### src/logic/alb_pkg.sv
// Constants, encodings and types shared by the datapath files.
package alb_pkg;
  // Widths
  localparam int DATA_W  = 8;
  localparam int FADDR_W = 7;
  localparam int INSTR_W = 14;
  localparam int PC_W    = 13;
  localparam int BADDR_W = 8;

  // Register byte offsets on the bus
  localparam logic [7:0] OFS_INSTR  = 8'h00;
  localparam logic [7:0] OFS_ACC    = 8'h04;
  localparam logic [7:0] OFS_STATUS = 8'h08;
  localparam logic [7:0] OFS_CONFIG = 8'h0C;
  localparam logic [7:0] OFS_FADDR  = 8'h10;
  localparam logic [7:0] OFS_FDATA  = 8'h14;
  localparam logic [7:0] OFS_PC     = 8'h18;

  // Status register bit positions
  localparam int ST_C       = 0;
  localparam int ST_DC      = 1;
  localparam int ST_Z       = 2;
  localparam int ST_BUSY    = 3;
  localparam int ST_DISCARD = 4;

  // Config register bit: prescaler belongs to timer zero
  localparam int CFG_PSA_T0 = 0;

  // File addresses with side effects
  localparam logic [6:0] FA_TIMER_ZERO = 7'h01;
  localparam logic [6:0] FA_PORT       = 7'h05;

  // Instruction field positions
  localparam int F_DEST   = 7;
  localparam int F_BIT_LO = 7;
  localparam int F_BIT_HI = 9;

  // Opcode patterns
  localparam logic [5:0] OPC_ADD_FILE = 6'h07;
  localparam logic [5:0] OPC_AND_FILE = 6'h05;
  localparam logic [5:0] OPC_AND_LIT  = 6'h39;
  localparam logic [4:0] OPC_ADD_LIT  = 5'h1F;
  localparam logic [3:0] OPC_POS_CLR  = 4'h4;
  localparam logic [3:0] OPC_POS_SET  = 4'h5;
  localparam logic [3:0] OPC_POS_TSTZ = 4'h6;

  // Reset values
  localparam logic [31:0] RST_WORD = 32'h0000_0000;

  // Decoded operations
  typedef enum logic [2:0] {
    OP_NOP,
    OP_ADD_LIT,
    OP_ADD_FILE,
    OP_AND_LIT,
    OP_AND_FILE,
    OP_POS_CLR,
    OP_POS_SET,
    OP_POS_TSTZ
  } alb_op_t;

  // Executor states, one-hot
  typedef enum logic [2:0] {
    S_IDLE = 3'b001,
    S_EXEC = 3'b010,
    S_NOP  = 3'b100
  } alb_state_t;
endpackage

### src/logic/alb_mem_if.sv
// Connection between the executor and its file-register memory.
`timescale 1ns/1ps
`default_nettype none
interface alb_mem_if #(
  parameter int AW = 7,
  parameter int DW = 8
);
  logic [AW-1:0] raddr;
  logic [DW-1:0] rdata;
  logic          we;
  logic [AW-1:0] waddr;
  logic [DW-1:0] wdata;

  modport core (output raddr, output we, output waddr, output wdata,
                input rdata);
  modport mem  (input raddr, input we, input waddr, input wdata,
                output rdata);
endinterface
`default_nettype wire

### src/logic/alb_filemem.sv
// File-register memory with a registered read port.
`timescale 1ns/1ps
`default_nettype none
module alb_filemem #(
  parameter int AW = 7,
  parameter int DW = 8
) (
  // Clock
  input wire logic MCLK,
  // Memory port
  alb_mem_if.mem   port
);
  logic [DW-1:0] mem_arr [0:(1<<AW)-1];
  logic [DW-1:0] rdata_reg;

  // Write port; no reset so it maps onto plain RAM
  always_ff @(posedge MCLK)
  begin
    if (port.we)
    begin
      mem_arr[port.waddr] <= port.wdata;
    end
  end

  // Read data come out of a register, one cycle after the address
  always_ff @(posedge MCLK)
  begin
    rdata_reg <= mem_arr[port.raddr];
  end

  assign port.rdata = rdata_reg;
endmodule
`default_nettype wire

### src/logic/alb_core.sv
// Arithmetic, logic and bit-operation datapath with an AHB-Lite slave.
//
// Design decisions made here: the AHB-Lite slave port and the register offsets.
`timescale 1ns/1ps
`default_nettype none
// Summary of operation
// [RULE1] Read-modify-write of the port register uses the pin levels.
// [RULE2] File write to timer zero count clears prescaler when assigned; here only executed writes do, bus FDATA writes do not.
// [RULE3] Program counter change or true test costs two cycles, second NOP.
// [RULE4] Add literal: accumulator plus literal to accumulator, C DC Z.
// [RULE5] Add file: accumulator plus file, dest bit picks target, C DC Z.
// [RULE6] AND file: accumulator AND file to chosen target, Z only.
// [RULE7] AND literal: accumulator AND literal to accumulator, Z only.
// [RULE8] Position clear zeroes one file bit, flags untouched.
// [RULE9] Position set forces one file bit high, flags untouched.
// [RULE10] Test position: zero bit discards next instruction, two cycles.
// [RULE11] Z on zero result, C from bit 7, half-carry from bit 3.
module alb_core #(
  parameter int DATA_W  = alb_pkg::DATA_W,
  parameter int FADDR_W = alb_pkg::FADDR_W,
  parameter int PC_W    = alb_pkg::PC_W
) (
  // Clock and reset
  input  wire logic              MCLK,
  input  wire logic              RSTN,
  // AHB-Lite slave
  input  wire logic              HSEL,
  input  wire logic [31:0]       HADDR,
  input  wire logic [1:0]        HTRANS,
  input  wire logic              HWRITE,
  input  wire logic [2:0]        HSIZE,
  input  wire logic [31:0]       HWDATA,
  input  wire logic              HREADY,
  output logic      [31:0]       HRDATA,
  output logic                   HREADYOUT,
  output logic                   HRESP,
  // I/O port pins
  input  wire logic [DATA_W-1:0] PORT_PIN_IN,
  output logic      [DATA_W-1:0] PORT_LATCH_OUT,
  // Timer zero and core state
  output logic                   TIMER_ZERO_PRESCALER_CLR,
  output logic      [PC_W-1:0]   PROGRAM_COUNTER
);
  // Operation decode from an instruction word
  function automatic alb_pkg::alb_op_t decode_op(
    input logic [alb_pkg::INSTR_W-1:0] iw
  );
    alb_pkg::alb_op_t op;
    op = alb_pkg::OP_NOP;
    if (iw[13:8] == alb_pkg::OPC_ADD_FILE)
      op = alb_pkg::OP_ADD_FILE;
    else if (iw[13:8] == alb_pkg::OPC_AND_FILE)
      op = alb_pkg::OP_AND_FILE;
    else if (iw[13:8] == alb_pkg::OPC_AND_LIT)
      op = alb_pkg::OP_AND_LIT;
    else if (iw[13:9] == alb_pkg::OPC_ADD_LIT)
      op = alb_pkg::OP_ADD_LIT;
    else if (iw[13:10] == alb_pkg::OPC_POS_CLR)
      op = alb_pkg::OP_POS_CLR;
    else if (iw[13:10] == alb_pkg::OPC_POS_SET)
      op = alb_pkg::OP_POS_SET;
    else if (iw[13:10] == alb_pkg::OPC_POS_TSTZ)
      op = alb_pkg::OP_POS_TSTZ;
    return op;
  endfunction

  alb_mem_if #(.AW(FADDR_W), .DW(DATA_W)) mem_bus ();

  // Bus data-phase state
  logic                   dp_active_reg;
  logic                   dp_write_reg;
  logic [7:0]             dp_addr_reg;
  logic                   mem_wait_reg;
  logic                   hready_reg;
  logic                   hresp_reg;
  logic [31:0]            hrdata_reg;
  logic [31:0]            hrdata_next;
  logic                   addr_take;
  logic                   fdata_rd;
  logic                   bus_done;
  logic                   bus_wr;
  logic                   issue;

  // Programmer-visible state
  alb_pkg::alb_state_t    state_reg;
  logic [13:0]            instr_reg;
  logic [DATA_W-1:0]      acc_reg;
  logic                   c_reg;
  logic                   dc_reg;
  logic                   z_reg;
  logic                   discard_reg;
  logic                   psa_t0_reg;
  logic [FADDR_W-1:0]     faddr_reg;
  logic [DATA_W-1:0]      port_latch_reg;
  logic                   psc_clr_reg;
  logic [PC_W-1:0]        pc_reg;

  // Execute-stage values
  alb_pkg::alb_op_t       op;
  logic [FADDR_W-1:0]     ex_f;
  logic [2:0]             ex_bit;
  logic [DATA_W-1:0]      ex_lit;
  logic [DATA_W-1:0]      operand;
  logic [DATA_W-1:0]      addend;
  logic [DATA_W:0]        sum;
  logic [4:0]             half_sum;
  logic [DATA_W-1:0]      result;
  logic                   to_file;
  logic                   to_acc;
  logic                   is_add;
  logic                   is_logic;
  logic                   skip_taken;
  logic                   ex_active;

  // Address phase is taken only with HREADY high
  assign addr_take = HSEL && HTRANS[1] && HREADY;
  assign fdata_rd  = !dp_write_reg && (dp_addr_reg == alb_pkg::OFS_FDATA);
  // The bus only acts while the executor is idle, so the two never race
  assign bus_done  = dp_active_reg && (state_reg == alb_pkg::S_IDLE)
                     && !(fdata_rd && !mem_wait_reg);
  assign bus_wr    = bus_done && dp_write_reg;
  assign issue     = bus_wr && (dp_addr_reg == alb_pkg::OFS_INSTR);

  // Data-phase tracking; every transfer gets at least one wait state
  always_ff @(posedge MCLK or negedge RSTN)
  begin
    if (!RSTN)
    begin
      dp_active_reg <= 1'b0;
      dp_write_reg  <= 1'b0;
      dp_addr_reg   <= 8'h00;
      hready_reg    <= 1'b1;
      mem_wait_reg  <= 1'b0;
    end
    else if (addr_take && !dp_active_reg)
    begin
      dp_active_reg <= 1'b1;
      dp_write_reg  <= HWRITE;
      dp_addr_reg   <= HADDR[alb_pkg::BADDR_W-1:0];
      hready_reg    <= 1'b0;
    end
    else if (bus_done)
    begin
      dp_active_reg <= 1'b0;
      hready_reg    <= 1'b1;
      mem_wait_reg  <= 1'b0;
    end
    else if (dp_active_reg && fdata_rd
             && state_reg == alb_pkg::S_IDLE)
    begin
      mem_wait_reg  <= 1'b1; // Memory read address issued this cycle
    end
  end

  // Response is always OKAY
  always_ff @(posedge MCLK or negedge RSTN)
  begin
    if (!RSTN)
      hresp_reg <= 1'b0;
    else
      hresp_reg <= 1'b0;
  end

  // Read multiplexer; unmapped offsets read zero
  always_comb
  begin
    hrdata_next = alb_pkg::RST_WORD;
    unique case (dp_addr_reg)
      alb_pkg::OFS_INSTR:  hrdata_next[13:0] = instr_reg;
      alb_pkg::OFS_ACC:    hrdata_next[DATA_W-1:0] = acc_reg;
      alb_pkg::OFS_STATUS:
      begin
        hrdata_next[alb_pkg::ST_C]       = c_reg;
        hrdata_next[alb_pkg::ST_DC]      = dc_reg;
        hrdata_next[alb_pkg::ST_Z]       = z_reg;
        hrdata_next[alb_pkg::ST_BUSY]    = state_reg != alb_pkg::S_IDLE;
        hrdata_next[alb_pkg::ST_DISCARD] = discard_reg;
      end
      alb_pkg::OFS_CONFIG: hrdata_next[alb_pkg::CFG_PSA_T0] = psa_t0_reg;
      alb_pkg::OFS_FADDR:  hrdata_next[FADDR_W-1:0] = faddr_reg;
      alb_pkg::OFS_FDATA:  hrdata_next[DATA_W-1:0] = mem_bus.rdata;
      alb_pkg::OFS_PC:     hrdata_next[PC_W-1:0] = pc_reg;
      default:             hrdata_next = alb_pkg::RST_WORD;
    endcase
  end

  // Read data register, loaded as the transfer completes
  always_ff @(posedge MCLK or negedge RSTN)
  begin
    if (!RSTN)
      hrdata_reg <= alb_pkg::RST_WORD;
    else if (bus_done && !dp_write_reg)
      hrdata_reg <= hrdata_next;
  end

  // Execute-stage field extraction
  assign op        = decode_op(instr_reg);
  assign ex_f      = instr_reg[FADDR_W-1:0];
  assign ex_bit    = instr_reg[alb_pkg::F_BIT_HI:alb_pkg::F_BIT_LO];
  assign ex_lit    = instr_reg[DATA_W-1:0];
  assign ex_active = state_reg == alb_pkg::S_EXEC;

  // Port reads see the pins, not the latch
  assign operand = (ex_f == alb_pkg::FA_PORT) ? PORT_PIN_IN
                   : mem_bus.rdata; // [RULE1]

  // Adder shared by both add forms
  assign addend   = (op == alb_pkg::OP_ADD_LIT) ? ex_lit : operand;
  assign sum      = {1'b0, acc_reg} + {1'b0, addend}; // [RULE4] [RULE5]
  assign half_sum = {1'b0, acc_reg[3:0]} + {1'b0, addend[3:0]}; // [RULE11]

  // Result and destination selection
  always_comb
  begin
    result     = acc_reg;
    to_file    = 1'b0;
    to_acc     = 1'b0;
    is_add     = 1'b0;
    is_logic   = 1'b0;
    skip_taken = 1'b0;
    unique case (op)
      alb_pkg::OP_ADD_LIT:
      begin
        result = sum[DATA_W-1:0]; // [RULE4]
        to_acc = 1'b1;
        is_add = 1'b1;
      end
      alb_pkg::OP_ADD_FILE:
      begin
        result  = sum[DATA_W-1:0]; // [RULE5]
        to_file = instr_reg[alb_pkg::F_DEST];
        to_acc  = !instr_reg[alb_pkg::F_DEST];
        is_add  = 1'b1;
      end
      alb_pkg::OP_AND_LIT:
      begin
        result   = acc_reg & ex_lit; // [RULE7]
        to_acc   = 1'b1;
        is_logic = 1'b1;
      end
      alb_pkg::OP_AND_FILE:
      begin
        result   = acc_reg & operand; // [RULE6]
        to_file  = instr_reg[alb_pkg::F_DEST];
        to_acc   = !instr_reg[alb_pkg::F_DEST];
        is_logic = 1'b1;
      end
      alb_pkg::OP_POS_CLR:
      begin
        result          = operand; // [RULE8]
        result[ex_bit]  = 1'b0;
        to_file         = 1'b1;
      end
      alb_pkg::OP_POS_SET:
      begin
        result          = operand; // [RULE9]
        result[ex_bit]  = 1'b1;
        to_file         = 1'b1;
      end
      alb_pkg::OP_POS_TSTZ:
        skip_taken = !operand[ex_bit]; // [RULE10]
      alb_pkg::OP_NOP:
        result = acc_reg;
    endcase
  end

  // Memory port: issue reads f at once, bus reads the pointer
  assign mem_bus.raddr = issue ? HWDATA[FADDR_W-1:0] : faddr_reg;
  assign mem_bus.we    = (ex_active && to_file)
                         || (bus_wr && dp_addr_reg == alb_pkg::OFS_FDATA);
  assign mem_bus.waddr = ex_active ? ex_f : faddr_reg;
  assign mem_bus.wdata = ex_active ? result : HWDATA[DATA_W-1:0];

  alb_filemem #(.AW(FADDR_W), .DW(DATA_W)) u_filemem (
    .MCLK (MCLK),
    .port (mem_bus)
  );

  // Executor sequencing; a discarded word never reaches execute
  always_ff @(posedge MCLK or negedge RSTN)
  begin
    if (!RSTN)
      state_reg <= alb_pkg::S_IDLE;
    else
    begin
      unique case (state_reg)
        alb_pkg::S_IDLE:
          if (issue && !discard_reg)
            state_reg <= alb_pkg::S_EXEC;
        alb_pkg::S_EXEC:
          if (skip_taken)
            state_reg <= alb_pkg::S_NOP; // [RULE3] [RULE10]
          else
            state_reg <= alb_pkg::S_IDLE;
        alb_pkg::S_NOP:
          state_reg <= alb_pkg::S_IDLE; // [RULE3]
        default:
          state_reg <= alb_pkg::S_IDLE;
      endcase
    end
  end

  // Instruction register
  always_ff @(posedge MCLK or negedge RSTN)
  begin
    if (!RSTN)
      instr_reg <= 14'h0000;
    else if (issue && !discard_reg)
      instr_reg <= HWDATA[alb_pkg::INSTR_W-1:0];
  end

  // Skip bookkeeping: the next issued word is thrown away
  always_ff @(posedge MCLK or negedge RSTN)
  begin
    if (!RSTN)
      discard_reg <= 1'b0;
    else if (ex_active && skip_taken)
      discard_reg <= 1'b1; // [RULE10]
    else if (issue)
      discard_reg <= 1'b0;
  end

  // Program counter advances once per instruction cycle, NOP included
  always_ff @(posedge MCLK or negedge RSTN)
  begin
    if (!RSTN)
      pc_reg <= '0;
    else if (ex_active || state_reg == alb_pkg::S_NOP)
      pc_reg <= pc_reg + 1'b1; // [RULE3]
  end

  // Accumulator; software may preload it while idle
  always_ff @(posedge MCLK or negedge RSTN)
  begin
    if (!RSTN)
      acc_reg <= '0;
    else if (ex_active && to_acc)
      acc_reg <= result; // [RULE5] [RULE6]
    else if (bus_wr && dp_addr_reg == alb_pkg::OFS_ACC)
      acc_reg <= HWDATA[DATA_W-1:0];
  end

  // Status flags; bit operations leave them alone
  always_ff @(posedge MCLK or negedge RSTN)
  begin
    if (!RSTN)
    begin
      c_reg  <= 1'b0;
      dc_reg <= 1'b0;
      z_reg  <= 1'b0;
    end
    else if (ex_active && (is_add || is_logic))
    begin
      z_reg <= (result == '0); // [RULE11] [RULE6] [RULE7]
      if (is_add)
      begin
        c_reg  <= sum[DATA_W]; // [RULE11]
        dc_reg <= half_sum[4]; // [RULE11]
      end
    end
    else if (bus_wr && dp_addr_reg == alb_pkg::OFS_STATUS)
    begin
      c_reg  <= HWDATA[alb_pkg::ST_C];
      dc_reg <= HWDATA[alb_pkg::ST_DC];
      z_reg  <= HWDATA[alb_pkg::ST_Z];
    end
  end

  // Configuration and file pointer
  always_ff @(posedge MCLK or negedge RSTN)
  begin
    if (!RSTN)
    begin
      psa_t0_reg <= 1'b0;
      faddr_reg  <= '0;
    end
    else if (bus_wr && dp_addr_reg == alb_pkg::OFS_CONFIG)
      psa_t0_reg <= HWDATA[alb_pkg::CFG_PSA_T0];
    else if (bus_wr && dp_addr_reg == alb_pkg::OFS_FADDR)
      faddr_reg <= HWDATA[FADDR_W-1:0];
  end

  // Port output latch follows every write to the port address
  always_ff @(posedge MCLK or negedge RSTN)
  begin
    if (!RSTN)
      port_latch_reg <= '0;
    else if (mem_bus.we && mem_bus.waddr == alb_pkg::FA_PORT)
      port_latch_reg <= mem_bus.wdata;
  end

  // One-cycle prescaler clear on an executed write to timer zero while the prescaler is assigned to it
  always_ff @(posedge MCLK or negedge RSTN)
  begin
    if (!RSTN)
      psc_clr_reg <= 1'b0;
    else
      psc_clr_reg <= ex_active && to_file && psa_t0_reg
                     && (ex_f == alb_pkg::FA_TIMER_ZERO); // [RULE2]
  end

  // Outputs straight from flip-flops
  assign HRDATA                   = hrdata_reg;
  assign HREADYOUT                = hready_reg;
  assign HRESP                    = hresp_reg;
  assign PORT_LATCH_OUT           = port_latch_reg;
  assign TIMER_ZERO_PRESCALER_CLR = psc_clr_reg;
  assign PROGRAM_COUNTER          = pc_reg;
endmodule
`default_nettype wire

### config.mk
export PLATFORM = sky130hd
export DESIGN_NAME = alb_core
export DESIGN_NICKNAME = d
export VERILOG_FILES = /design/src/logic/alb_pkg.sv /design/src/logic/alb_mem_if.sv /design/src/logic/alb_filemem.sv /design/src/logic/alb_core.sv
export SDC_FILE = /design/constraint.sdc
export NUM_CORES = 2
export LEC_CHECK = 0
export BUFFER_PORTS_ARGS = -buffer_cell sky130_fd_sc_hd__buf_2
export CORE_MARGIN = 2
export CORE_UTILIZATION = 40
export DETAILED_ROUTE_END_ITERATION = 6
export GPL_TIMING_DRIVEN = 0
export PLACE_DENSITY = 0.59
export SLEW_MARGIN = 20
export SYNTH_ARGS = -nofsm -noshare
export SYNTH_HDL_FRONTEND = slang
export SYNTH_HIERARCHICAL = 1
export SYNTH_SLANG_ARGS = --single-unit
### constraint.sdc
create_clock -name MCLK -period 28 [get_ports MCLK]
set_input_delay 2.8 -clock MCLK [delete_from_list [all_inputs] [get_ports MCLK]]
set_output_delay 2.8 -clock MCLK [all_outputs]
set_load 0.05 [all_outputs]
[Yosys cells after proc, flatten, opt, wreduce, memory -nomap -nowiden]
Memories as Yosys holds them, arrays and structs flattened. A register that Yosys moved wholly into a read port is not among the register bits.
Cells that the tools add are included.
Cells by class
  muxes and demuxes: 51
  reduce and logical (&&, ||, !) cells: 51
  $add $sub $neg: 3
  $lt $le $gt $ge: 2
  bitwise operators: 7
  equality and inequality tests: 29
Operators by type and width (count)
  2-to-1 mux 8 bit: 5
  case mux 8 bit (5 select lines): 1
  2-to-1 mux 3 bit: 9
  logical AND 1 bit: 26
  AND 8 bit: 3
  equality test 8 x 5 -> 1 bit, second input constant: 3
  2-to-1 mux 1 bit: 24
  case mux 4 bit (6 select lines): 1
  equality test 8 x 4 -> 1 bit, second input constant: 2
  logical NOT 8 bit: 2
  equality test 3 bit, second input constant: 5
  equality test 7 x 3 -> 1 bit, second input constant: 2
  2-to-1 mux 7 bit: 2
  adder 13 x 1 -> 13 bit, second input constant: 1
  equality test 4 x 3 -> 1 bit, second input constant: 3
  equality test 6 x 3 -> 1 bit, second input constant: 2
  case mux 2 bit (5 select lines): 1
  case mux 5 bit (2 select lines): 1
  nonzero test 2 bit: 5
  OR reduction 2 bit: 5
  adder 8 x 8 -> 9 bit: 1
  equality test 3 x 2 -> 1 bit, second input constant: 3
  equality test 8 x 3 -> 1 bit, second input constant: 1
  NOT 8 bit: 1
  21 further kinds: 34
Storage, ports and cells
  bits in writable memories: 1024
  logic and storage cells: 162
  input bits: 82
  register bits after elaboration: 85
  memories: 1
  output and inout bits: 56
Memories
  u_filemem.mem_arr: depth 128, bits a word 8, read ports 1, clocked after Yosys merged registers in 1, write ports 1, line alb_filemem.sv:13  | logic [DW-1:0] mem_arr [0:(1<<AW)-1];

[Longest topological paths before layout]
  depth after elaboration: 15
  gate-level depth with buffers: 15
  depth with buffers taken out: 14

[Hierarchy]
Netlist, hierarchy kept.
By module, submodules not included
  alb_filemem: times used 1, area an instance 39665.5 sq um, cells an instance 1635, seq. area each 30909.6 sq um
  alb_core: times used 1, area an instance 5479.0 sq um, cells an instance 568, seq. area each 2129.5 sq um

[Worst setup path before layout]
Ideal clock, no wire load.
  path type: input port to flip-flop
  start point: input PORT_PIN_IN[0]
  end point: memory u_filemem.mem_arr[0][6], data pin
  path slack: 17354 ps
  buffers on the path: 0
  cell stages on the path: 11
  arrival time: 9441 ps
  data required time: 26795 ps
  library setup time: 1205 ps
  cells stage by stage: mux2i_1 a21oi_1 ha_1 inv_1 fa_1 nand2b_1 a21oi_1 a31oi_1 xnor2_1 a221oi_1 o21ai_0
On the way
  cells in the longest elaborated chain, start to end: 5
RTL lines
  start: declaration: line alb_core.sv:38  | input wire logic [DATA_W-1:0] PORT_PIN_IN,
  2-to-1 mux 8 bit: line alb_core.sv:204  | assign operand = (ex_f == alb_pkg::FA_PORT) ? PORT_PIN_IN
  2-to-1 mux 8 bit: line alb_core.sv:208  | assign addend = (op == alb_pkg::OP_ADD_LIT) ? ex_lit : operand;
  adder 8 x 8 -> 9 bit: line alb_core.sv:209  | assign sum = {1'b0, acc_reg} + {1'b0, addend};
  case mux 8 bit (5 select lines): line alb_core.sv:221  | unique case (op)
  2-to-1 mux 8 bit: line alb_core.sv:272  | assign mem_bus.wdata = ex_active ? result : HWDATA[DATA_W-1:0];
  named net mem_bus.wdata[6]: line alb_mem_if.sv:12  | logic [DW-1:0] wdata;
  end: declaration: line alb_filemem.sv:13
The timed path passes the listed nets, and every way through them passes these cells.

[Worst setup path after layout]
  start point: input HWDATA[2]
  end point: register u_filemem.rdata_reg[6] (netlist: u_filemem/port.rdata[6]) (read register of u_filemem.mem_arr)
On the way
  cells in the longest elaborated chain, start to end: 1
RTL lines
  start: declaration: line alb_core.sv:32  | input wire logic [31:0] HWDATA,
  2-to-1 mux 7 bit: line alb_core.sv:268  | assign mem_bus.raddr = issue ? HWDATA[FADDR_W-1:0] : faddr_reg;
  named net mem_bus.raddr[2]: line alb_mem_if.sv:8  | logic [AW-1:0] raddr;
  end: declaration: line alb_filemem.sv:14  | logic [DW-1:0] rdata_reg;
The timed path passes the listed nets, and every way through them passes these cells.
A chain may end at the register's enable or synchronous reset.

==> flow_metrics.tcl <==
set metrics [dict create \
    vias 23200 \
    synth.most_common_cell "edfxtp_1" \
    insertion_delay_ps 700 \
    post_drt_wl_per_cell_um 28.9 \
    path_clk_slew_ps 60 \
    critPathLaunchType "input port" \
    synth_edf_count 1024 \
    grt_util_met1_pct 27.4 \
    drcViolationCount 0 \
    synth.top_cells.by_count "edfxtp_1 (1024), mux4_2 (337), nor2_1 (158)" \
    powerDensity_nw_per_um2 77.5 \
    hold_viol 0 \
    synth_top_cell_area_share_pct 68.1 \
    crit_path_end_kind "flop" \
    overflow 0 \
    cts_inserted_buffers 114 \
    cp.required_ps 28570 \
    critical_path_class "input port to flop" \
    start_util_pct 40.2 \
    ys.flop_type "edfxtp_1" \
    multiInputGateArea_sq_um 11500 \
    post_cts.repair.setup_buffers 0 \
    ys_types 79 \
    hold_class "flop to flop" \
    htreeDepth 3 \
    slew_violations 0 \
    seqCellArea_sq_um 33000 \
    tns_ps 0 \
    area_growth_pct 16.0 \
    status "finished clean" \
    relSlewSlack_pct 31.2 \
    antenna-diode-count 0 \
    die_area_sq_um 116000 \
    cp_data_arrival_time_ps 6740 \
    finalSetupViolCount 0 \
    grt_pass1_wl_mm 169 \
    power_w 0.00406 \
    syn_inst 2203 \
    layout-drive-gt1-share_pct 30.8 \
    viasPerCell 5.73 \
    cts_sinks 1117 \
    top_usage_layer "met2" \
    clockBufferDepth 3 \
    tightest_slew_ps 1030 \
    grtUsageTotal_pct 20.3 \
    max_freq_ghz 0.162 \
    fillers 9275 \
    cap_viol_max_count 0 \
    grt_pass1_vias 23600 \
    ys_warn_count 6 \
    grtUsageMet2_pct 33.2 \
    syn_avg_cell_area_sq_um 20.5 \
    async_reset_ff_share_pct 7.61 \
    fin_nets 2545 \
    synth_top_cell_by_area "edfxtp_1" \
    grt_max_degree 54 \
    hpwl_mm 82.4 \
    synth_seq_cells 1117 \
    p_leak_nw 16.7 \
    antenna_found_initial 2 \
    fp.dieH_um 340 \
    irDropWorstVdd_v 0.0000510 \
    min_period_ps 6170 \
    yosysSeqAreaShare_pct 73.2 \
    hold_depth 2 \
    r2r_cells 13 \
    cts_resized 0 \
    rows 123 \
    detail-route-antenna-nets 0 \
    cts_tree "done" \
    yosys-top-cells-area "edfxtp_1 (68%), mux4_2 (17%), dfrtp_1 (4.6%)" \
    drt-total-wl_mm 117 \
    hold_ws_ps 472 \
    synth_area_sq_um 45100 \
    first_iter_violations 2929 \
    fin_crit_sh_pct 22.1 \
    io_buffers 72 \
    root_buffer "clkbuf_16" \
    crit_fanout 10 \
    dr.pass1.iters 6 \
    die_x_um 340 \
    gp_congestion 0.929 \
    met3_usage_pct 3.55 \
    io_pins 138 \
    postCtsHoldBufs 0 \
    clock_skew_ps 20.5 \
    largest_register_ffs 1024 \
    rsz0062_at_grt "no" \
    core_area_sq_um 112000 \
]
==> final timing paths <==
check	start	to	slack, ps
worst max-delay path	HWDATA[2]	u_filemem/port.rdata[6]	21830
worst min-delay path	HREADYOUT	HREADYOUT	470
max in group asynchronous	RSTN	HREADYOUT	25260
worst max register to register	dp_addr_reg[7]	u_filemem/port.rdata[6]	21830
min in group asynchronous	RSTN	instr_reg[10]	2050
worst min register to register	HREADYOUT	HREADYOUT	470
==> cells in the final DEF (no fill, tap or decap), types with 7 or more instances in the layout <==
cell type     n
dfxtp_1       8
inv_1        13
xnor2_1      12
edfxtp_1   1024
nand2_1      94
buf_4        40
buf_2        92
dfrtp_1      83
nor2b_1      11
buf_16       36
clkinv_2     23
mux2i_1      26
clkbuf_16   115
conb_1       19
ha_1          9
bufinv_16    11
mux2_2       55
a22oi_1       7
mux4_2      337
nor3_2        9
buf_1        19
clkbuf_2     10
a221oi_1      9
nand3_1      27
o21ai_0      27
clkbuf_1     80
o21ai_4       8
clkinv_1     16
and3_1       11
nor2_1      158
a21oi_1      16
==> routing by layer <==
layer  wire length [um]  vias up
li1                   -     9570
met1              47200    12400
met2              57200      980
met3               8310      210
met4               4130        0
met5                  0        -
==> worst max-delay path: stages <==
cell,delay (ps)
buf_2,180
mux2_2,320
clkbuf_1,710
clkbuf_1,840
mux4_2,460
mux4_2,570
mux4_2,520
mux2_2,340
==> per-stage QoR <==
stage | util, % | cells | setup slack [ps] | cell area, sq um
2_1_floorplan | - | 2221 | 17350 | 45200
3_3_place_gp | 42.3 | 3793 | 9770 | 47400
3_5_place_dp | 43.4 | 3837 | 21120 | 48700
4_1_cts | 46.7 | 4048 | 21850 | 52400
5_1_grt | 46.7 | 4048 | 21720 | 52400
6_report | 46.7 | 4048 | 21830 | 52400
==> cell families (layout without fill, tap and decap cells) <==
family	count (synthesis)	in the layout	share of synthesized area, %
buffers and inverters	153	480	1.78
DFF	1117	1117	73.2
xor gates and xnor gates	18	18	0.349
adders and majority gates	10	10	0.294
AOI/OAI and AO/OA	117	117	1.81
other	1	19	0.00831
muxes	418	418	18.8
and+or+nand+nor	369	369	3.81
==> final cells by class <==
type                    instances  area share (%)
multi-input cells             951            22.0
repair buffers                116            2.80
clock inverters                62            1.27
inverters                      13          0.0932
well taps                    1500            3.58
plain buffers                 140            1.46
flip-flops and latches       1117            63.1
clock buffers                 149            5.74
==> power by group <==
| group | switching [W] | internal [W] |
|---|---|---|
| registers | 0.0000309 | 0.00184 |
| logic | 0.000400 | 0.000299 |
| clock network | 0.000628 | 0.000859 |
| total | 0.00106 | 0.00300 |
Power figures use the tool's default switching activity.
